## src/inc/ssf_pkg.sv

```systemverilog
// Package: register map, field positions and reset values of the status-flag block
package ssf_pkg;
	// Register indices; the byte address is four times the index
	localparam logic [15:0] SSF_IDX_CFG     = 16'h7040;
	localparam logic [15:0] SSF_IDX_OPC     = 16'h7041;
	localparam logic [15:0] SSF_IDX_STS     = 16'h7042;
	localparam logic [15:0] SSF_IDX_RXB     = 16'h7047;
	localparam logic [15:0] SSF_IDX_TXB     = 16'h7048;
	localparam logic [15:0] SSF_IDX_IRQ_STS = 16'h7050;
	localparam logic [15:0] SSF_IDX_IRQ_MSK = 16'h7051;

	// Field positions
	localparam int SSF_CFG_SRST_BIT = 7;
	localparam int SSF_OPC_OVR_EN   = 4;
	localparam int SSF_OPC_XFER_EN  = 0;
	localparam int SSF_STS_OVR      = 7;
	localparam int SSF_STS_XFER     = 6;
	localparam int SSF_STS_TXF      = 5;
	localparam int SSF_IRQ_XFER     = 0;
	localparam int SSF_IRQ_OVR      = 1;

	// Character length and widths
	localparam int SSF_CHAR_BITS = 8;
	localparam int SSF_IRQ_BITS  = 2;

	// Reset values
	localparam logic [7:0]              SSF_CFG_RST  = 8'h00;
	localparam logic [7:0]              SSF_OPC_RST  = 8'h00;
	localparam logic [7:0]              SSF_BUF_RST  = 8'h00;
	localparam logic [SSF_IRQ_BITS-1:0] SSF_MSK_RST  = 2'h3;
	localparam logic [SSF_IRQ_BITS-1:0] SSF_ISTS_RST = 2'h0;

	// Byte address of a register index
	function automatic logic [31:0] ssf_addr(input logic [15:0] idx);
		return {14'h0000, idx, 2'b00};
	endfunction
endpackage

```

## src/rtl/ssf_status_flags.sv

```systemverilog
// Status flags, buffers, slave shifter and APB registers of the serial unit
//
// Behaviour
// - Set overrun flag bit 7 when a character ends while the previous is unread.
// - Writing one to overrun bit clears the overrun flag.
// - Soft reset bit at zero, or system reset, clears overrun and done flags.
// - Overrun raises one interrupt request on each clear-to-set edge only.
// - Overrun and transfer-done requests share one interrupt output.
// - Done flag bit 6 sets at last bit; character loads receive buffer together.
// - Done flag requests interrupt only while operation control bit 0 is one.
// - Reading the receive buffer clears the done flag.
// - Writing the transmit buffer sets the buffer-full flag bit 5.
// - Buffer-full clears when its character moves into the shift register.
// - Buffer-full flag is zero after reset.
// - Writing zero to status bits 5 to 7 changes nothing.
// - Status bits 4 to 0 read zero and ignore writes.
// - Done flag sets and clears whatever its interrupt enable holds.
// - Only an overrun enable of one lets the overrun flag request interrupts.
//
// The implementer's own choice: the APB interface to the registers.
`timescale 1ns/1ps
module ssf_status_flags
	import ssf_pkg::*;
(
	// Clock, reset, enable
	input  wire logic        core_clk,
	input  wire logic        srst,
	input  wire logic        ce,
	// APB slave
	input  wire logic [31:0] paddr,
	input  wire logic        psel,
	input  wire logic        penable,
	input  wire logic        pwrite,
	input  wire logic [31:0] pwdata,
	input  wire logic [3:0]  pstrb,
	output logic      [31:0] prdata,
	output logic             pready,
	output logic             pslverr,
	// Serial link, slave side
	input  wire logic        link_sclk,
	input  wire logic        link_sdi,
	output logic             link_sdo,
	// Interrupt
	output logic             irq
);

	// Decode of one register index, used by every access path
	function automatic logic hit(input logic [31:0] a, input logic [15:0] idx);
		return a == ssf_addr(idx);
	endfunction

	localparam logic [2:0] LAST_BIT = 3'(SSF_CHAR_BITS - 1);

	// Link synchronisers and edge history
	logic [1:0] sclk_sync;
	logic [1:0] sdi_sync;
	logic       sclk_d;

	// Register state
	logic [7:0]              cfg;
	logic [7:0]              opc;
	logic [7:0]              rx_buf;
	logic [7:0]              tx_buf;
	logic                    ovr_flag;
	logic                    xfer_flag;
	logic                    txf_flag;
	logic [SSF_IRQ_BITS-1:0] irq_sts;
	logic [SSF_IRQ_BITS-1:0] irq_msk;
	logic [7:0]              next_cfg;
	logic [7:0]              next_opc;
	logic [7:0]              next_rx_buf;
	logic [7:0]              next_tx_buf;
	logic                    next_ovr_flag;
	logic                    next_xfer_flag;
	logic                    next_txf_flag;
	logic [SSF_IRQ_BITS-1:0] next_irq_sts;
	logic [SSF_IRQ_BITS-1:0] next_irq_msk;

	// Shifter state
	logic [7:0] rx_shift;
	logic [7:0] tx_shift;
	logic [2:0] bit_cnt;
	logic       sdo_q;
	logic [7:0] next_rx_shift;
	logic [7:0] next_tx_shift;
	logic [2:0] next_bit_cnt;
	logic       next_sdo_q;

	// Read data
	logic [31:0] rd_q;
	logic [31:0] next_rd_q;

	// Strobes
	logic sclk_rise;
	logic sclk_fall;
	logic running;
	logic char_done;
	logic setup;
	logic access;
	logic mapped;
	logic wr;
	logic rd_rxb;
	logic ovr_rise;
	logic [7:0] rx_char;
	logic [7:0] sts_val;

	// Link inputs cross into core_clk through two flops before any use
	always_ff @(posedge core_clk) begin
		if (srst) begin
			sclk_sync <= 2'b00;
			sdi_sync  <= 2'b00;
			sclk_d    <= 1'b0;
		end else if (ce) begin
			sclk_sync <= {sclk_sync[0], link_sclk};
			sdi_sync  <= {sdi_sync[0], link_sdi};
			sclk_d    <= sclk_sync[1];
		end
	end

	// Edges compare the second flop with its delayed copy sclk_d
	assign sclk_rise = sclk_sync[1] & ~sclk_d;
	assign sclk_fall = ~sclk_sync[1] & sclk_d;
	assign running   = cfg[SSF_CFG_SRST_BIT];
	assign char_done = running & sclk_rise & (bit_cnt == LAST_BIT);
	assign rx_char   = {rx_shift[6:0], sdi_sync[1]};

	// Bus phases; zero wait states, read data prepared in the setup cycle
	assign setup   = psel & ~penable;
	assign access  = psel & penable;
	assign mapped  = hit(paddr, SSF_IDX_CFG) | hit(paddr, SSF_IDX_OPC)
		| hit(paddr, SSF_IDX_STS) | hit(paddr, SSF_IDX_RXB)
		| hit(paddr, SSF_IDX_TXB) | hit(paddr, SSF_IDX_IRQ_STS)
		| hit(paddr, SSF_IDX_IRQ_MSK);
	assign pready  = 1'b1;
	assign pslverr = access & ~mapped;
	assign wr      = access & pwrite & pstrb[0];
	assign rd_rxb  = access & ~pwrite & hit(paddr, SSF_IDX_RXB);
	assign prdata  = rd_q;

	// Low bits of status always read zero
	assign sts_val = {ovr_flag, xfer_flag, txf_flag, 5'b0_0000};

	// Overrun edge: flag clear now and about to be set
	assign ovr_rise = char_done & xfer_flag & ~ovr_flag;

	// Shifter: sample on rising edge, drive out on falling edge
	always_comb begin
		next_rx_shift = rx_shift;
		next_tx_shift = tx_shift;
		next_bit_cnt  = bit_cnt;
		next_sdo_q    = sdo_q;
		if (!running) begin
			next_bit_cnt  = 3'b000;
			next_tx_shift = SSF_BUF_RST;
			next_sdo_q    = 1'b0;
		end else begin
			if (sclk_rise) begin
				next_rx_shift = rx_char;
				next_bit_cnt  = bit_cnt + 3'b001;
				next_tx_shift = {tx_shift[6:0], 1'b0};
			end
			// Buffered character follows the one just finished
			if (char_done) begin
				next_tx_shift = txf_flag ? tx_buf : SSF_BUF_RST;
			end
			if (sclk_fall) begin
				next_sdo_q = tx_shift[7];
			end
		end
	end

	always_ff @(posedge core_clk) begin
		if (srst) begin
			rx_shift <= SSF_BUF_RST;
			tx_shift <= SSF_BUF_RST;
			bit_cnt  <= 3'b000;
			sdo_q    <= 1'b0;
		end else if (ce) begin
			rx_shift <= next_rx_shift;
			tx_shift <= next_tx_shift;
			bit_cnt  <= next_bit_cnt;
			sdo_q    <= next_sdo_q;
		end
	end

	assign link_sdo = sdo_q;

	// Control registers and buffers
	always_comb begin
		next_cfg    = cfg;
		next_opc    = opc;
		next_tx_buf = tx_buf;
		next_irq_msk = irq_msk;
		next_rx_buf = rx_buf;
		if (wr && hit(paddr, SSF_IDX_CFG)) begin
			next_cfg = pwdata[7:0];
		end
		if (wr && hit(paddr, SSF_IDX_OPC)) begin
			next_opc = pwdata[7:0];
		end
		if (wr && hit(paddr, SSF_IDX_TXB)) begin
			next_tx_buf = pwdata[7:0];
		end
		if (wr && hit(paddr, SSF_IDX_IRQ_MSK)) begin
			next_irq_msk = pwdata[SSF_IRQ_BITS-1:0];
		end
		// Character lands in the buffer with the done flag
		if (char_done) begin
			next_rx_buf = rx_char;
		end
	end

	// Status flags; a hardware set always beats a clear in the same cycle
	always_comb begin
		next_ovr_flag  = ovr_flag;
		next_xfer_flag = xfer_flag;
		next_txf_flag  = txf_flag;
		// Only a one clears; zeros and low bits are ignored
		if (wr && hit(paddr, SSF_IDX_STS) && pwdata[SSF_STS_OVR]) begin
			next_ovr_flag = 1'b0;
		end
		if (rd_rxb) begin
			next_xfer_flag = 1'b0;
		end
		if (char_done) begin
			next_txf_flag = 1'b0;
		end
		if (char_done && xfer_flag) begin
			next_ovr_flag = 1'b1;
		end
		// Done flag ignores its interrupt enable
		if (char_done) begin
			next_xfer_flag = 1'b1;
		end
		if (wr && hit(paddr, SSF_IDX_TXB)) begin
			next_txf_flag = 1'b1;
		end
		// Soft reset low holds both receive flags clear
		if (!running) begin
			next_ovr_flag  = 1'b0;
			next_xfer_flag = 1'b0;
		end
	end

	// Sticky interrupt causes, cleared by writing one
	always_comb begin
		next_irq_sts = irq_sts;
		if (wr && hit(paddr, SSF_IDX_IRQ_STS)) begin
			next_irq_sts = irq_sts & ~pwdata[SSF_IRQ_BITS-1:0];
		end
		// One request per overrun edge, enable must read one
		if (ovr_rise && opc[SSF_OPC_OVR_EN] == 1'b1) begin
			next_irq_sts[SSF_IRQ_OVR] = 1'b1;
		end
		// Done cause is set by the flag only while enabled, and stays set after the flag clears
		if (xfer_flag && opc[SSF_OPC_XFER_EN]) begin
			next_irq_sts[SSF_IRQ_XFER] = 1'b1;
		end
	end

	// System reset clears all flags, buffer-full included
	always_ff @(posedge core_clk) begin
		if (srst) begin
			cfg       <= SSF_CFG_RST;
			opc       <= SSF_OPC_RST;
			rx_buf    <= SSF_BUF_RST;
			tx_buf    <= SSF_BUF_RST;
			ovr_flag  <= 1'b0;
			xfer_flag <= 1'b0;
			txf_flag  <= 1'b0;
			irq_sts   <= SSF_ISTS_RST;
			irq_msk   <= SSF_MSK_RST;
		end else if (ce) begin
			cfg       <= next_cfg;
			opc       <= next_opc;
			rx_buf    <= next_rx_buf;
			tx_buf    <= next_tx_buf;
			ovr_flag  <= next_ovr_flag;
			xfer_flag <= next_xfer_flag;
			txf_flag  <= next_txf_flag;
			irq_sts   <= next_irq_sts;
			irq_msk   <= next_irq_msk;
		end
	end

	// Read mux sampled at setup so prdata is a flop in the access cycle
	always_comb begin
		next_rd_q = rd_q;
		if (setup) begin
			next_rd_q = 32'h0000_0000;
			if (hit(paddr, SSF_IDX_CFG)) begin
				next_rd_q[7:0] = cfg;
			end
			if (hit(paddr, SSF_IDX_OPC)) begin
				next_rd_q[7:0] = opc;
			end
			if (hit(paddr, SSF_IDX_STS)) begin
				next_rd_q[7:0] = sts_val;
			end
			if (hit(paddr, SSF_IDX_RXB)) begin
				next_rd_q[7:0] = rx_buf;
			end
			if (hit(paddr, SSF_IDX_TXB)) begin
				next_rd_q[7:0] = tx_buf;
			end
			if (hit(paddr, SSF_IDX_IRQ_STS)) begin
				next_rd_q[SSF_IRQ_BITS-1:0] = irq_sts;
			end
			if (hit(paddr, SSF_IDX_IRQ_MSK)) begin
				next_rd_q[SSF_IRQ_BITS-1:0] = irq_msk;
			end
		end
	end

	always_ff @(posedge core_clk) begin
		if (srst) begin
			rd_q <= 32'h0000_0000;
		end else if (ce) begin
			rd_q <= next_rd_q;
		end
	end

	// Both causes share the single request line
	assign irq = |(irq_sts & irq_msk);

endmodule

```

## config.mk

```make
export PLATFORM = sky130hd
export DESIGN_NAME = ssf_status_flags
export DESIGN_NICKNAME = d
export VERILOG_FILES = /design/src/inc/ssf_pkg.sv /design/src/rtl/ssf_status_flags.sv
export SDC_FILE = /design/constraint.sdc
export NUM_CORES = 1
export LEC_CHECK = 0
export ABC_AREA = 1
export ABC_CLOCK_PERIOD_IN_PS = 2300
export BUFFER_PORTS_ARGS = -buffer_cell sky130_fd_sc_hd__buf_2
export CAP_MARGIN = 25
export CORE_ASPECT_RATIO = 1.5
export CORE_MARGIN = 5
export CORE_UTILIZATION = 54
export DETAILED_ROUTE_END_ITERATION = 12
export GPL_TIMING_DRIVEN = 0
export PLACE_DENSITY_LB_ADDON = 0.2
export SYNTH_ARGS = -nofsm -noshare
export SYNTH_HDL_FRONTEND = slang
export SYNTH_SLANG_ARGS = --single-unit
export TNS_END_PERCENT = 50
```

## constraint.sdc

```tcl
create_clock -name core_clk -period 2.3 [get_ports core_clk]
set_input_delay 0.23 -clock core_clk [delete_from_list [all_inputs] [get_ports core_clk]]
set_output_delay 0.23 -clock core_clk [all_outputs]
set_load 0.01 [all_outputs]
```

==> out/results.tsv, run 1 <==
metric	value	unit
fill count	669	
maximum vdd drop	0.450	mV
Area growth, synth to finish	16.9	%
CP max stage delay	350	ps
crit path cell chain	ha_1 > ha_1 > nand3_1 > nor2_2 > inv_1 > buf_2 > nor2_1 > nor2_1	
most frequent cells after synthesis	89 x nand2_1, 72 x nor2_1, 71 x dfxtp_1	
clock share of power	36.9	%
Yosys warnings	0	
Seq/Total Area, Yosys	37.6	%
Die Y	112	µm
NumNets Final	709	
largest net degree at the start of global routing	11	
design area	4410	µm²
DR vias	3719	
total negative setup slack	0	ps
die footprint	8800	µm²
Cells after DPL	698	
top cell type's share of synthesized area	37.6	%
P_leak	2.03	nW
RD Place Congestion	0.907	
min setup slack post-route	444	ps
Avg WL per Cell	14.2	µm
Worst-Margin Slew	539	ps
top_reg_cell synth	dfxtp_1	
first-pass GRT wire length	16.4	mm
root buffer cell	clkbuf_8	
power density over the cells	530	nW/µm²
crit path launch type	flip-flop	
RSZ-0062 raised after global routing	no	
WP buf/inv	2	
io pins	112	
Fmax achieved	0.539	GHz
Final Setup Violations	0	
core box area	6850	µm²
min cycle time layout	1860	ps
Post-CTS Hold Buffers	0	
maximum fanout along the worst path	10	
drc violations	0	
total grt overflow	0	
synthesized flop and latch total	71	
combinational share of power	10.0	%
Power Internal	1.77	mW
Crit-path slowest cell	dfxtp_1	
CP delay by family, top	simple AND/OR/NAND/NOR gates	
WL final	10.1	mm
Tcrit/Tclk final	80.7	%
Final Non-Filler Cells	712	
Critical Path Sink Type	flip-flop	
most common cell in the netlist	nand2_1	
Buffers on Ports	58	
htree depth	3	
Die X-Extent	78.3	µm
number of antenna violations at the first check in global routing	0	
layout cell share with drive strength beyond 1	25.7	%
Synth area leaders	dfxtp_1 38%, nand2_1 8.8%, nor2_1 7.2%	
Worst-path clk slew	70	ps
Setup Buffers After CTS	0	
Slew Viols, Final	0	
Seq pwr share	53.1	%
DP HPWL	7.94	mm
status	finished clean	
post_cts resized	0	
mapped cell area	3780	µm²
dpl cell area	4250	µm²
vias in the first global route	3631	
Worst Setup Path Type	flip-flop to flip-flop	
Max-slew headroom	64.1	%
Fin. Hold Viols	0	
number of flops mapped to enable cells by yosys	0	
Initial Util	55.1	%
gr usage total	23.6	%
Detail Route Antenna Nets	0	
max-cap violation count	0	
Sw Share	24.6	%
final setup skew	5.71	ps
ant diodes	0	
CTS tree	done	
NetSw	0.575	mW
distinct cell type count of the synthesized netlist	37	
hold slack	111	ps
Num CTS Buffers	9	
Avg Cell Area, Syn	7.01	µm²
CP arrival	2090	ps
Max clock buf depth	2	
HP Class	input port to flip-flop	
Data required, critical path	2530	ps
clock latency at the later pin of the worst-skew pair	350	ps
Place WS	479	ps
initial DRC count	178	
Synth async-reset ratio	0	%
Synth Instances	539	
Final Util	64.4	%
post-synth top area cell	dfxtp_1	
Core Rows	37	
via/cell ratio	5.22	
total power draw	2.34	mW
drt pass-1 iters	4	
clock sink total	71	
cells by family (layout without fill, tap and decap cells):
family	count (synthesis)	after routing	share of synthesized area, %
and+or+nand+nor	260	260	33.8
buffers and inverters	104	176	13.5
AOI/OAI and AO/OA	100	100	14.3
DFF	71	71	37.6
adders and majority gates	2	2	0.663
other	2	25	0.199
power groups by stage:
stage	Clock [mW]	Combinational, mW	Sequential (mW)
after floorplan	0	0.146	1.27
after global placement	0	0.223	1.27
after detailed placement	0	0.228	1.27
after CTS	0.882	0.230	1.24
after global routing	0.939	0.259	1.24
final	0.864	0.234	1.24
worst paths after layout:
kind	end	cells past startpoint	slack, ps	startpoint
min reg2reg	cfg[1]$_SDFFE_PP0P_	2	450	cfg[1]$_SDFFE_PP0P_
max	rx_buf[2]$_SDFFE_PP0P_	8	440	bit_cnt[0]$_SDFFE_PP0P_
max reg2reg	rx_buf[2]$_SDFFE_PP0P_	8	440	bit_cnt[0]$_SDFFE_PP0P_
min	sdi_sync[0]$_SDFFE_PP0P_	3	110	link_sdi
final cells by class:
| class | count | area [µm²] | share of cell area [%] |
|---|---|---|---|
| Multi-Input combinational cell | 387 | 1930 | 43.8 |
| Sequential cell | 71 | 1420 | 32.2 |
| Timing Repair Buffer | 58 | 290 | 6.58 |
| Buffer | 40 | 268 | 6.07 |
| Inverter | 64 | 240 | 5.44 |
| Clock buffer | 13 | 159 | 3.60 |
| Tap cell | 78 | 97.6 | 2.21 |
| Clock inverter | 1 | 5.00 | 0.113 |
worst reg2reg max path: cells and delay by family, from the launching register on:
| kind | cells | cell delay [ps] |
|---|---|---|
| flip-flops | 1 | 350 |
| buffers and inverters | 2 | 310 |
| adder cells (fa/ha/maj) | 2 | 340 |
| AND/OR/NAND/NOR | 4 | 730 |
placed cells by master, fill, tap and decap left out, types with 8 or more instances in the layout:
cell type,Yosys,final
a21oi_1,39,39
buf_4,26,26
clkbuf_1,8,10
nor2_2,9,9
o21ai_1,13,13
conb_1,2,25
inv_1,40,40
nand2_1,89,89
dfxtp_1,71,71
nand4_1,19,19
o21ai_0,34,34
inv_2,22,22
nor2_1,72,72
nand3_1,35,35
clkbuf_8,0,11
buf_2,4,62
nand2_2,8,8
state kept, by name (all words and copies together) (netlist names), 3 cells and up:
signal and count:
tx_buf 8, prdata 8, cfg 8, opc 8, rx_shift 7, tx_shift 8, rx_buf 8, bit_cnt 3
layer usage:
layer | part of all wire [%] | up-vias | wire length (µm) | global-route usage (%)
met5 | 0 | - | 0 | 0
met4 | 5.5 | 0 | 557 | 15.9
met3 | 7.3 | 41 | 739 | 5.06
met2 | 49 | 152 | 4990 | 41.3
met1 | 38 | 1639 | 3810 | 25.0
li1 | - | 1887 | - | -
(Power assumes the default switching activity.)
==> inputs of run 2 (changes only) <==
--- a/config.mk
+++ b/config.mk
@@ -5,13 +5,13 @@
 export SDC_FILE = /design/constraint.sdc
 export NUM_CORES = 1
 export LEC_CHECK = 0
-export ABC_AREA = 1
-export ABC_CLOCK_PERIOD_IN_PS = 2300
+export ABC_AREA = 0
+export ABC_CLOCK_PERIOD_IN_PS = 1650
 export BUFFER_PORTS_ARGS = -buffer_cell sky130_fd_sc_hd__buf_2
 export CAP_MARGIN = 25
 export CORE_ASPECT_RATIO = 1.5
 export CORE_MARGIN = 5
-export CORE_UTILIZATION = 54
+export CORE_UTILIZATION = 47
 export DETAILED_ROUTE_END_ITERATION = 12
 export GPL_TIMING_DRIVEN = 0
 export PLACE_DENSITY_LB_ADDON = 0.2
==> constraint.sdc (replaced) <==
create_clock -name core_clk -period 1.65 [get_ports core_clk]
set_input_delay 0.165 -clock core_clk [delete_from_list [all_inputs] [get_ports core_clk]]
set_output_delay 0.165 -clock core_clk [all_outputs]
set_load 0.01 [all_outputs]
==> run 2 against run 1 <==
Net effect: count of clock-buffer cells in the layout decreased by 1; critical path type is now input port to flip-flop; final area increased by 8.6%; register-to-register slack got worse by 360 ps; global-route usage decreased by 1.8 points; clock skew increased by 1.2 ps; hold slack got worse by 36 ps; non-clock buffer count increased by 19; sequential share of layout area decreased by 2.5 points; total power increased by 74%; largest power group is now clock; area after synthesis decreased by 0.73%; critical endpoint is now irq_msk[0]$_SDFFE_PP1P_; core utilization decreased by 3.8 points.
==> out/results.tsv, run 2 <==
metric	value	unit	change
Detail Route Antenna Nets	0		unchanged
Die X-Extent	82.9	µm	+5.9%
root buffer cell	clkbuf_16		
layout cell share with drive strength beyond 1	28.7	%	+2.9 points
NumNets Final	600		-15%
clock sink total	71		unchanged
most frequent cells after synthesis	71 x dfxtp_1, 49 x nand2_1, 35 x a21oi_1		
drt pass-1 iters	5		+1
hold slack	75.1	ps	-35.9 ps
mapped cell area	3750	µm²	-0.73%
gr usage total	21.9	%	-1.8 points
WL final	10.8	mm	+6.6%
Num CTS Buffers	9		unchanged
maximum fanout along the worst path	10		unchanged
CP arrival	1870	ps	-220 ps
htree depth	3		unchanged
Max-slew headroom	59.1	%	-5.0 points
max-cap violation count	0		unchanged
final setup skew	6.89	ps	+1.18 ps
Max clock buf depth	2		unchanged
most frequent cells in the layout	71 x dfxtp_1, 61 x buf_2, 47 x nand2_1		
Synth Instances	422		-22%
most common cell in the netlist	dfxtp_1		
RD Place Congestion	0.911		+0.39%
largest net degree at the start of global routing	13		+2
Buffers on Ports	59		+1.7%
Fmax achieved	0.630	GHz	
Synth area leaders	dfxtp_1 38%, mux2i_1 6.9%, nand2b_1 5.3%		
total negative setup slack	0	ps	unchanged
Slew Viols, Final	0		unchanged
Area growth, synth to finish	27.8	%	
Avg WL per Cell	17.0	µm	+20%
core box area	7910	µm²	+15%
io pins	112		unchanged
P_leak	1.96	nW	-3.6%
Initial Util	47.4	%	-7.7 points
distinct cell type count of the synthesized netlist	58		+57%
clock latency at the later pin of the worst-skew pair	330	ps	-20 ps
CTS tree	done		
number of flops mapped to enable cells by yosys	0		unchanged
ant diodes	0		unchanged
top cell type's share of synthesized area	37.9	%	+0.28 points
post-synth top area cell	dfxtp_1		
commonest non-fill, non-tap cell in the layout	dfxtp_1		
initial DRC count	252		+42%
power density over the cells	851	nW/µm²	+60%
maximum vdd drop	0.732	mV	+63%
die footprint	9900	µm²	+12%
Core Rows	40		+8.1%
Worst-path clk slew	60	ps	about the same
HP Class	input port to flip-flop		
synthesized flop and latch total	71		unchanged
top_reg_cell synth	dfxtp_1		
total grt overflow	0		unchanged
Synth async-reset ratio	0	%	unchanged
Tcrit/Tclk final	96.1	%	
crit path launch type	input port		
Final Util	60.6	%	-3.8 points
Worst-Margin Slew	613	ps	+74.3 ps
Die Y	119	µm	+6.2%
min cycle time layout	1590	ps	
Critical Path Sink Type	flip-flop		
Final Setup Violations	0		unchanged
drc violations	0		unchanged
Yosys warnings	0		unchanged
status	finished clean		
number of antenna violations at the first check in global routing	0		unchanged
Worst Reg-to-Reg Cells	6		-2
Fin. Hold Viols	0		unchanged
Data required, critical path	1930	ps	-600 ps
total power draw	4.08	mW	+74%
via/cell ratio	5.54		+6.0%
DP HPWL	8.00	mm	+0.81%
DR vias	3500		-5.9%
Worst Setup Path Type	input port to flip-flop		
first-pass GRT wire length	17.4	mm	+5.9%
worst hold path stage count	3		unchanged
vias in the first global route	3460		-4.7%
Avg Cell Area, Syn	8.88	µm²	+27%
Seq/Total Area, Yosys	37.9	%	+0.28 points
==> run 2: cell types whose count changed in the layout (fill, tap and decap cells not counted), sizes merged, moves of 8 or more <==
cell	change
a32o	+8
buf	+16
inv	-58
mux2i	+26
nand2	-51
nand2b	+32
nand3	-28
nor2	-71
o21ai	-44
==> run 2: layout make-up <==
| class | count | area, µm² |
|---|---|---|
| fillers | 713 | 3120 |
| multi-input cells | 319 | 2210 |
| flip-flops and latches | 71 | 1420 |
| repair buffers | 68 | 365 |
| plain buffers | 49 | 333 |
| clock buffers | 12 | 267 |
| well taps | 105 | 131 |
| clock inverters | 4 | 52.6 |
| inverters | 4 | 15.0 |
==> run 2: path summary, 6_finish.rpt <==
check	slack [ps]	start	to
max	60	paddr[1]	irq_msk[0]$_SDFFE_PP1P_
min	80	link_sdi	sdi_sync[0]$_SDFFE_PP0P_
min reg2reg	460	tx_shift[6]$_SDFFE_PP0P_	tx_shift[6]$_SDFFE_PP0P_
max reg2reg	80	bit_cnt[0]$_SDFFE_PP0P_	tx_shift[2]$_SDFFE_PP0P_
==> run 2: what timing repair did <==
item | CTS | global route
endpoints found under the setup margin | 36 | 13
setup buffers | 4 | 5
pin swaps | 2 | 8
hold buffers | 0 | 0
gates resized for setup | 17 | 21
==> run 2: per-layer routing <==
layer | routed length [µm] | global-route usage (%)
met4 | 625 | 13.9
met1 | 4120 | 23.0
met5 | 0 | 0
met2 | 5380 | 38.3
met3 | 635 | 5.67
==> run 2: critical path, stage by stage <==
cell and delay [ps]:
buf_2 150, or4_4 560, buf_6 160, or3_4 380, nor4_1 300, a211o_1 150
==> run 2: through the flow <==
step                area (µm²)  std cells  worst slack (ps)
floorplan                 3830        445              37.1
global placement          4260        609              -581
detailed placement        4260        609              -608
CTS                       4690        628             -47.1
global route              4790        632             -4.40
finish                    4790        632              63.6
==> run 2: report_power, final <==
group / leakage, nW / switching [mW] / total [mW] / internal, mW
clock network: 0.147 / 0.718 / 2.01 / 1.29
registers: 0.572 / 0.00437 / 1.72 / 1.72
logic: 1.24 / 0.190 / 0.342 / 0.153
==> run 2: kinds of logic (layout without fill, tap and decap cells) <==
kind of cell / Yosys count / in the layout / share of synthesized area (%)
other cells: 2 / 25 / 0.200
fa+ha+maj: 2 / 2 / 0.667
buf+inv: 55 / 137 / 8.71
mux: 30 / 30 / 8.14
compound gates: 89 / 89 / 16.3
simple gates: 173 / 173 / 28.0
flops: 71 / 71 / 37.9
==> inputs of run 3 (changes only) <==
--- a/config.mk
+++ b/config.mk
@@ -9,8 +9,8 @@
 export ABC_CLOCK_PERIOD_IN_PS = 1650
 export BUFFER_PORTS_ARGS = -buffer_cell sky130_fd_sc_hd__buf_2
 export CAP_MARGIN = 25
-export CORE_ASPECT_RATIO = 1.5
-export CORE_MARGIN = 5
+export CORE_ASPECT_RATIO = 0.8
+export CORE_MARGIN = 8
 export CORE_UTILIZATION = 47
 export DETAILED_ROUTE_END_ITERATION = 12
 export GPL_TIMING_DRIVEN = 0
==> run 3 against run 2 <==
Net effect: the run now ends with setup timing left; non-clock buffer count fell by 7; global-route usage fell by 2.3 points; critical path depth did not move; first-iteration DRC count rose by 4.8%; count of clock-buffer cells in the layout fell by 1; routed wire length rose by 2.0%; total power fell by 6.5%; register-to-register slack got worse by 30 ps; die area rose by 12%; final area fell by 2.3%; sequential power barely moved; setup slack got worse by 78 ps; critical path type is now input port to primary output; critical endpoint is now pslverr.
==> out/results.tsv, run 3 (same netlist as run 2, synthesis figures left out) <==
metric	value	unit	change
root buffer cell	clkbuf_8		
Post-CTS Hold Buffers	0		unchanged
largest net degree at the start of global routing	13		unchanged
NumNets Final	593		-1.2%
CP arrival	1500	ps	-370 ps
total grt overflow	0		unchanged
status	complete, but fails checks		
HP Class	input port to flip-flop		
Die X-Extent	116	µm	+40%
power density over the cells	814	nW/µm²	-4.3%
failing checks	setup timing		
clock share of power	46.0	%	-3.3 points
Detail Route Antenna Nets	0		unchanged
Slew Viols, Final	0		unchanged
gr usage total	19.6	%	-2.3 points
Num CTS Buffers	9		unchanged
design area	4680	µm²	-2.3%
RD Place Congestion	0.915		+0.47%
number of antenna violations at the first check in global routing	0		unchanged
combinational share of power	8.9	%	+0.5 points
commonest non-fill, non-tap cell in the layout	dfxtp_1		
most frequent cells in the layout	71 x dfxtp_1, 59 x buf_2, 47 x nand2_1		
maximum vdd drop	0.645	mV	-12%
Place WS	-551	ps	+57.4 ps
Power Internal	2.95	mW	-6.6%
clock latency at the later pin of the worst-skew pair	350	ps	+20 ps
io pins	112		unchanged
drt pass-1 iters	5		unchanged
via/cell ratio	5.57		+0.52%
Area growth, synth to finish	24.9	%	
crit path launch type	input port		
CP delay by family, top	simple AND/OR/NAND/NOR gates		
crit path cell chain	buf_2 > nor4b_4 > and2_4 > a31oi_1 > o311a_1 > buf_2		
vias in the first global route	3190		-7.8%
RSZ-0062 raised after global routing	yes		
max-cap violation count	0		unchanged
first-pass GRT wire length	16.8	mm	-3.3%
Seq pwr share	45.2	%	+2.9 points
Max-slew headroom	57.5	%	-1.6 points
final setup skew	7.27	ps	+0.386 ps
Data required, critical path	1480	ps	-450 ps
layout cell share with drive strength beyond 1	27.9	%	-0.77 points
clock sink total	71		unchanged
Critical Path Sink Type	primary output		
dpl cell area	4270	µm²	about the same
ant diodes	0		unchanged
core box area	7840	µm²	-0.89%
Avg WL per Cell	17.5	µm	+2.7%
CP max stage delay	370	ps	-190 ps
min cycle time layout	1660	ps	+77.7 ps
htree depth	3		unchanged
Fin. Hold Viols	0		unchanged
CTS tree	done		
NetSw	0.858	mW	-6.0%
Sw Share	22.5	%	+0.12 points
Max clock buf depth	2		unchanged
R2R Setup Slk	50	ps	-30 ps
Worst-Margin Slew	637	ps	+24.3 ps
Core Rows	29		-28%
Tcrit/Tclk final	101	%	+4.7 points
Final Setup Violations	1		+1
DP HPWL	8.18	mm	+2.2%
Worst Setup Path Type	input port to primary output		
min setup slack post-route	-14.1	ps	-77.7 ps
maximum fanout along the worst path	8		-2
WP buf/inv	2		unchanged
Worst-path clk slew	70	ps	about the same
Fmax achieved	0.601	GHz	-4.7%
WL final	11.0	mm	+2.0%
die footprint	11100	µm²	+12%
Buffers on Ports	59		unchanged
Crit-path slowest cell	nor4b_4		
Die Y	95.9	µm	-20%
Final Non-Filler Cells	628		-0.63%
P_leak	1.90	nW	-2.8%
Initial Util	47.8	%	+0.42 points
DR vias	3496		-0.11%
Cells after DPL	612		+0.49%
initial DRC count	264		+4.8%
fill count	744		+4.3%
drc violations	0		unchanged
Crit path top cell by count	buf_2		
-- run 3: cell count changes in the layout (fill, tap and decap cells not counted), moves of 2 or more --
cell / delta
buf_2: -2
buf_4: -7
bufinv_16: +2
clkbuf_16: -9
clkbuf_8: +8
clkinvlp_4: -3
-- run 3: path summary, 6_finish.rpt --
| path | start | endpoint | cells past startpoint |
|---|---|---|---|
| worst max-delay path | paddr[1] | pslverr | 6 |
| worst min-delay path | link_sclk | sclk_sync[0]$_SDFFE_PP0P_ | 3 |
| worst max register to register | bit_cnt[0]$_SDFFE_PP0P_ | tx_shift[1]$_SDFFE_PP0P_ | 6 |
| worst min register to register | tx_shift[7]$_SDFFE_PP0P_ | tx_shift[7]$_SDFFE_PP0P_ | 2 |
-- run 3: power groups by stage --
stage | clock (mW) | sequential [mW] | combinational, mW
floorplan | 0 | 1.76 | 0.185
global placement | 0 | 1.76 | 0.299
detailed placement | 0 | 1.76 | 0.302
CTS | 1.78 | 1.72 | 0.322
global route | 1.85 | 1.72 | 0.366
finish | 1.75 | 1.72 | 0.338
-- run 3: final cells by class --
| cell class | instances | area [µm²] | share of cell area (%) |
|---|---|---|---|
| plain buffers | 49 | 318 | 6.79 |
| well taps | 108 | 135 | 2.89 |
| repair buffers | 61 | 339 | 7.24 |
| clock buffers | 11 | 151 | 3.23 |
| flip-flops and latches | 71 | 1420 | 30.4 |
| multi-input cells | 319 | 2200 | 46.9 |
| clock inverters | 5 | 104 | 2.22 |
| inverters | 4 | 15.0 | 0.321 |
-- run 3: metrics by stage --
stage / utilization [%] / setup TNS [ps] / total power, mW / hold WS (ps)
6_report: 59.7 / -14.1 / 3.81 / 55.6
5_1_grt: 59.7 / -139 / 3.93 / 70.4
4_1_cts: 58.9 / -117 / 3.82 / 51.7
3_5_place_dp: 54.4 / -16090 / 2.06 / 420
3_3_place_gp: 54.4 / -15270 / 2.06 / 401
2_1_floorplan: - / 0 / 1.94 / 263
-- run 3: timing repair --
item,4_1_cts,5_1_grt
setup buffers,1,1
setup endpoints to repair,36,33
gates resized for setup,18,20
pin swaps,2,3
-- run 3: metal layers --
layer	GRT usage, %	vias up	routed length, µm
met5	0	-	0
met4	5.06	0	99
met3	4.39	11	1110
met2	30.3	156	4910
met1	27.0	1652	4860
li1	-	1677	-
-- run 3: tightest hold or removal path, cell delays in order --
cell	delay (ps)
buf_2	70
mux2i_1	50
nor2_1	70
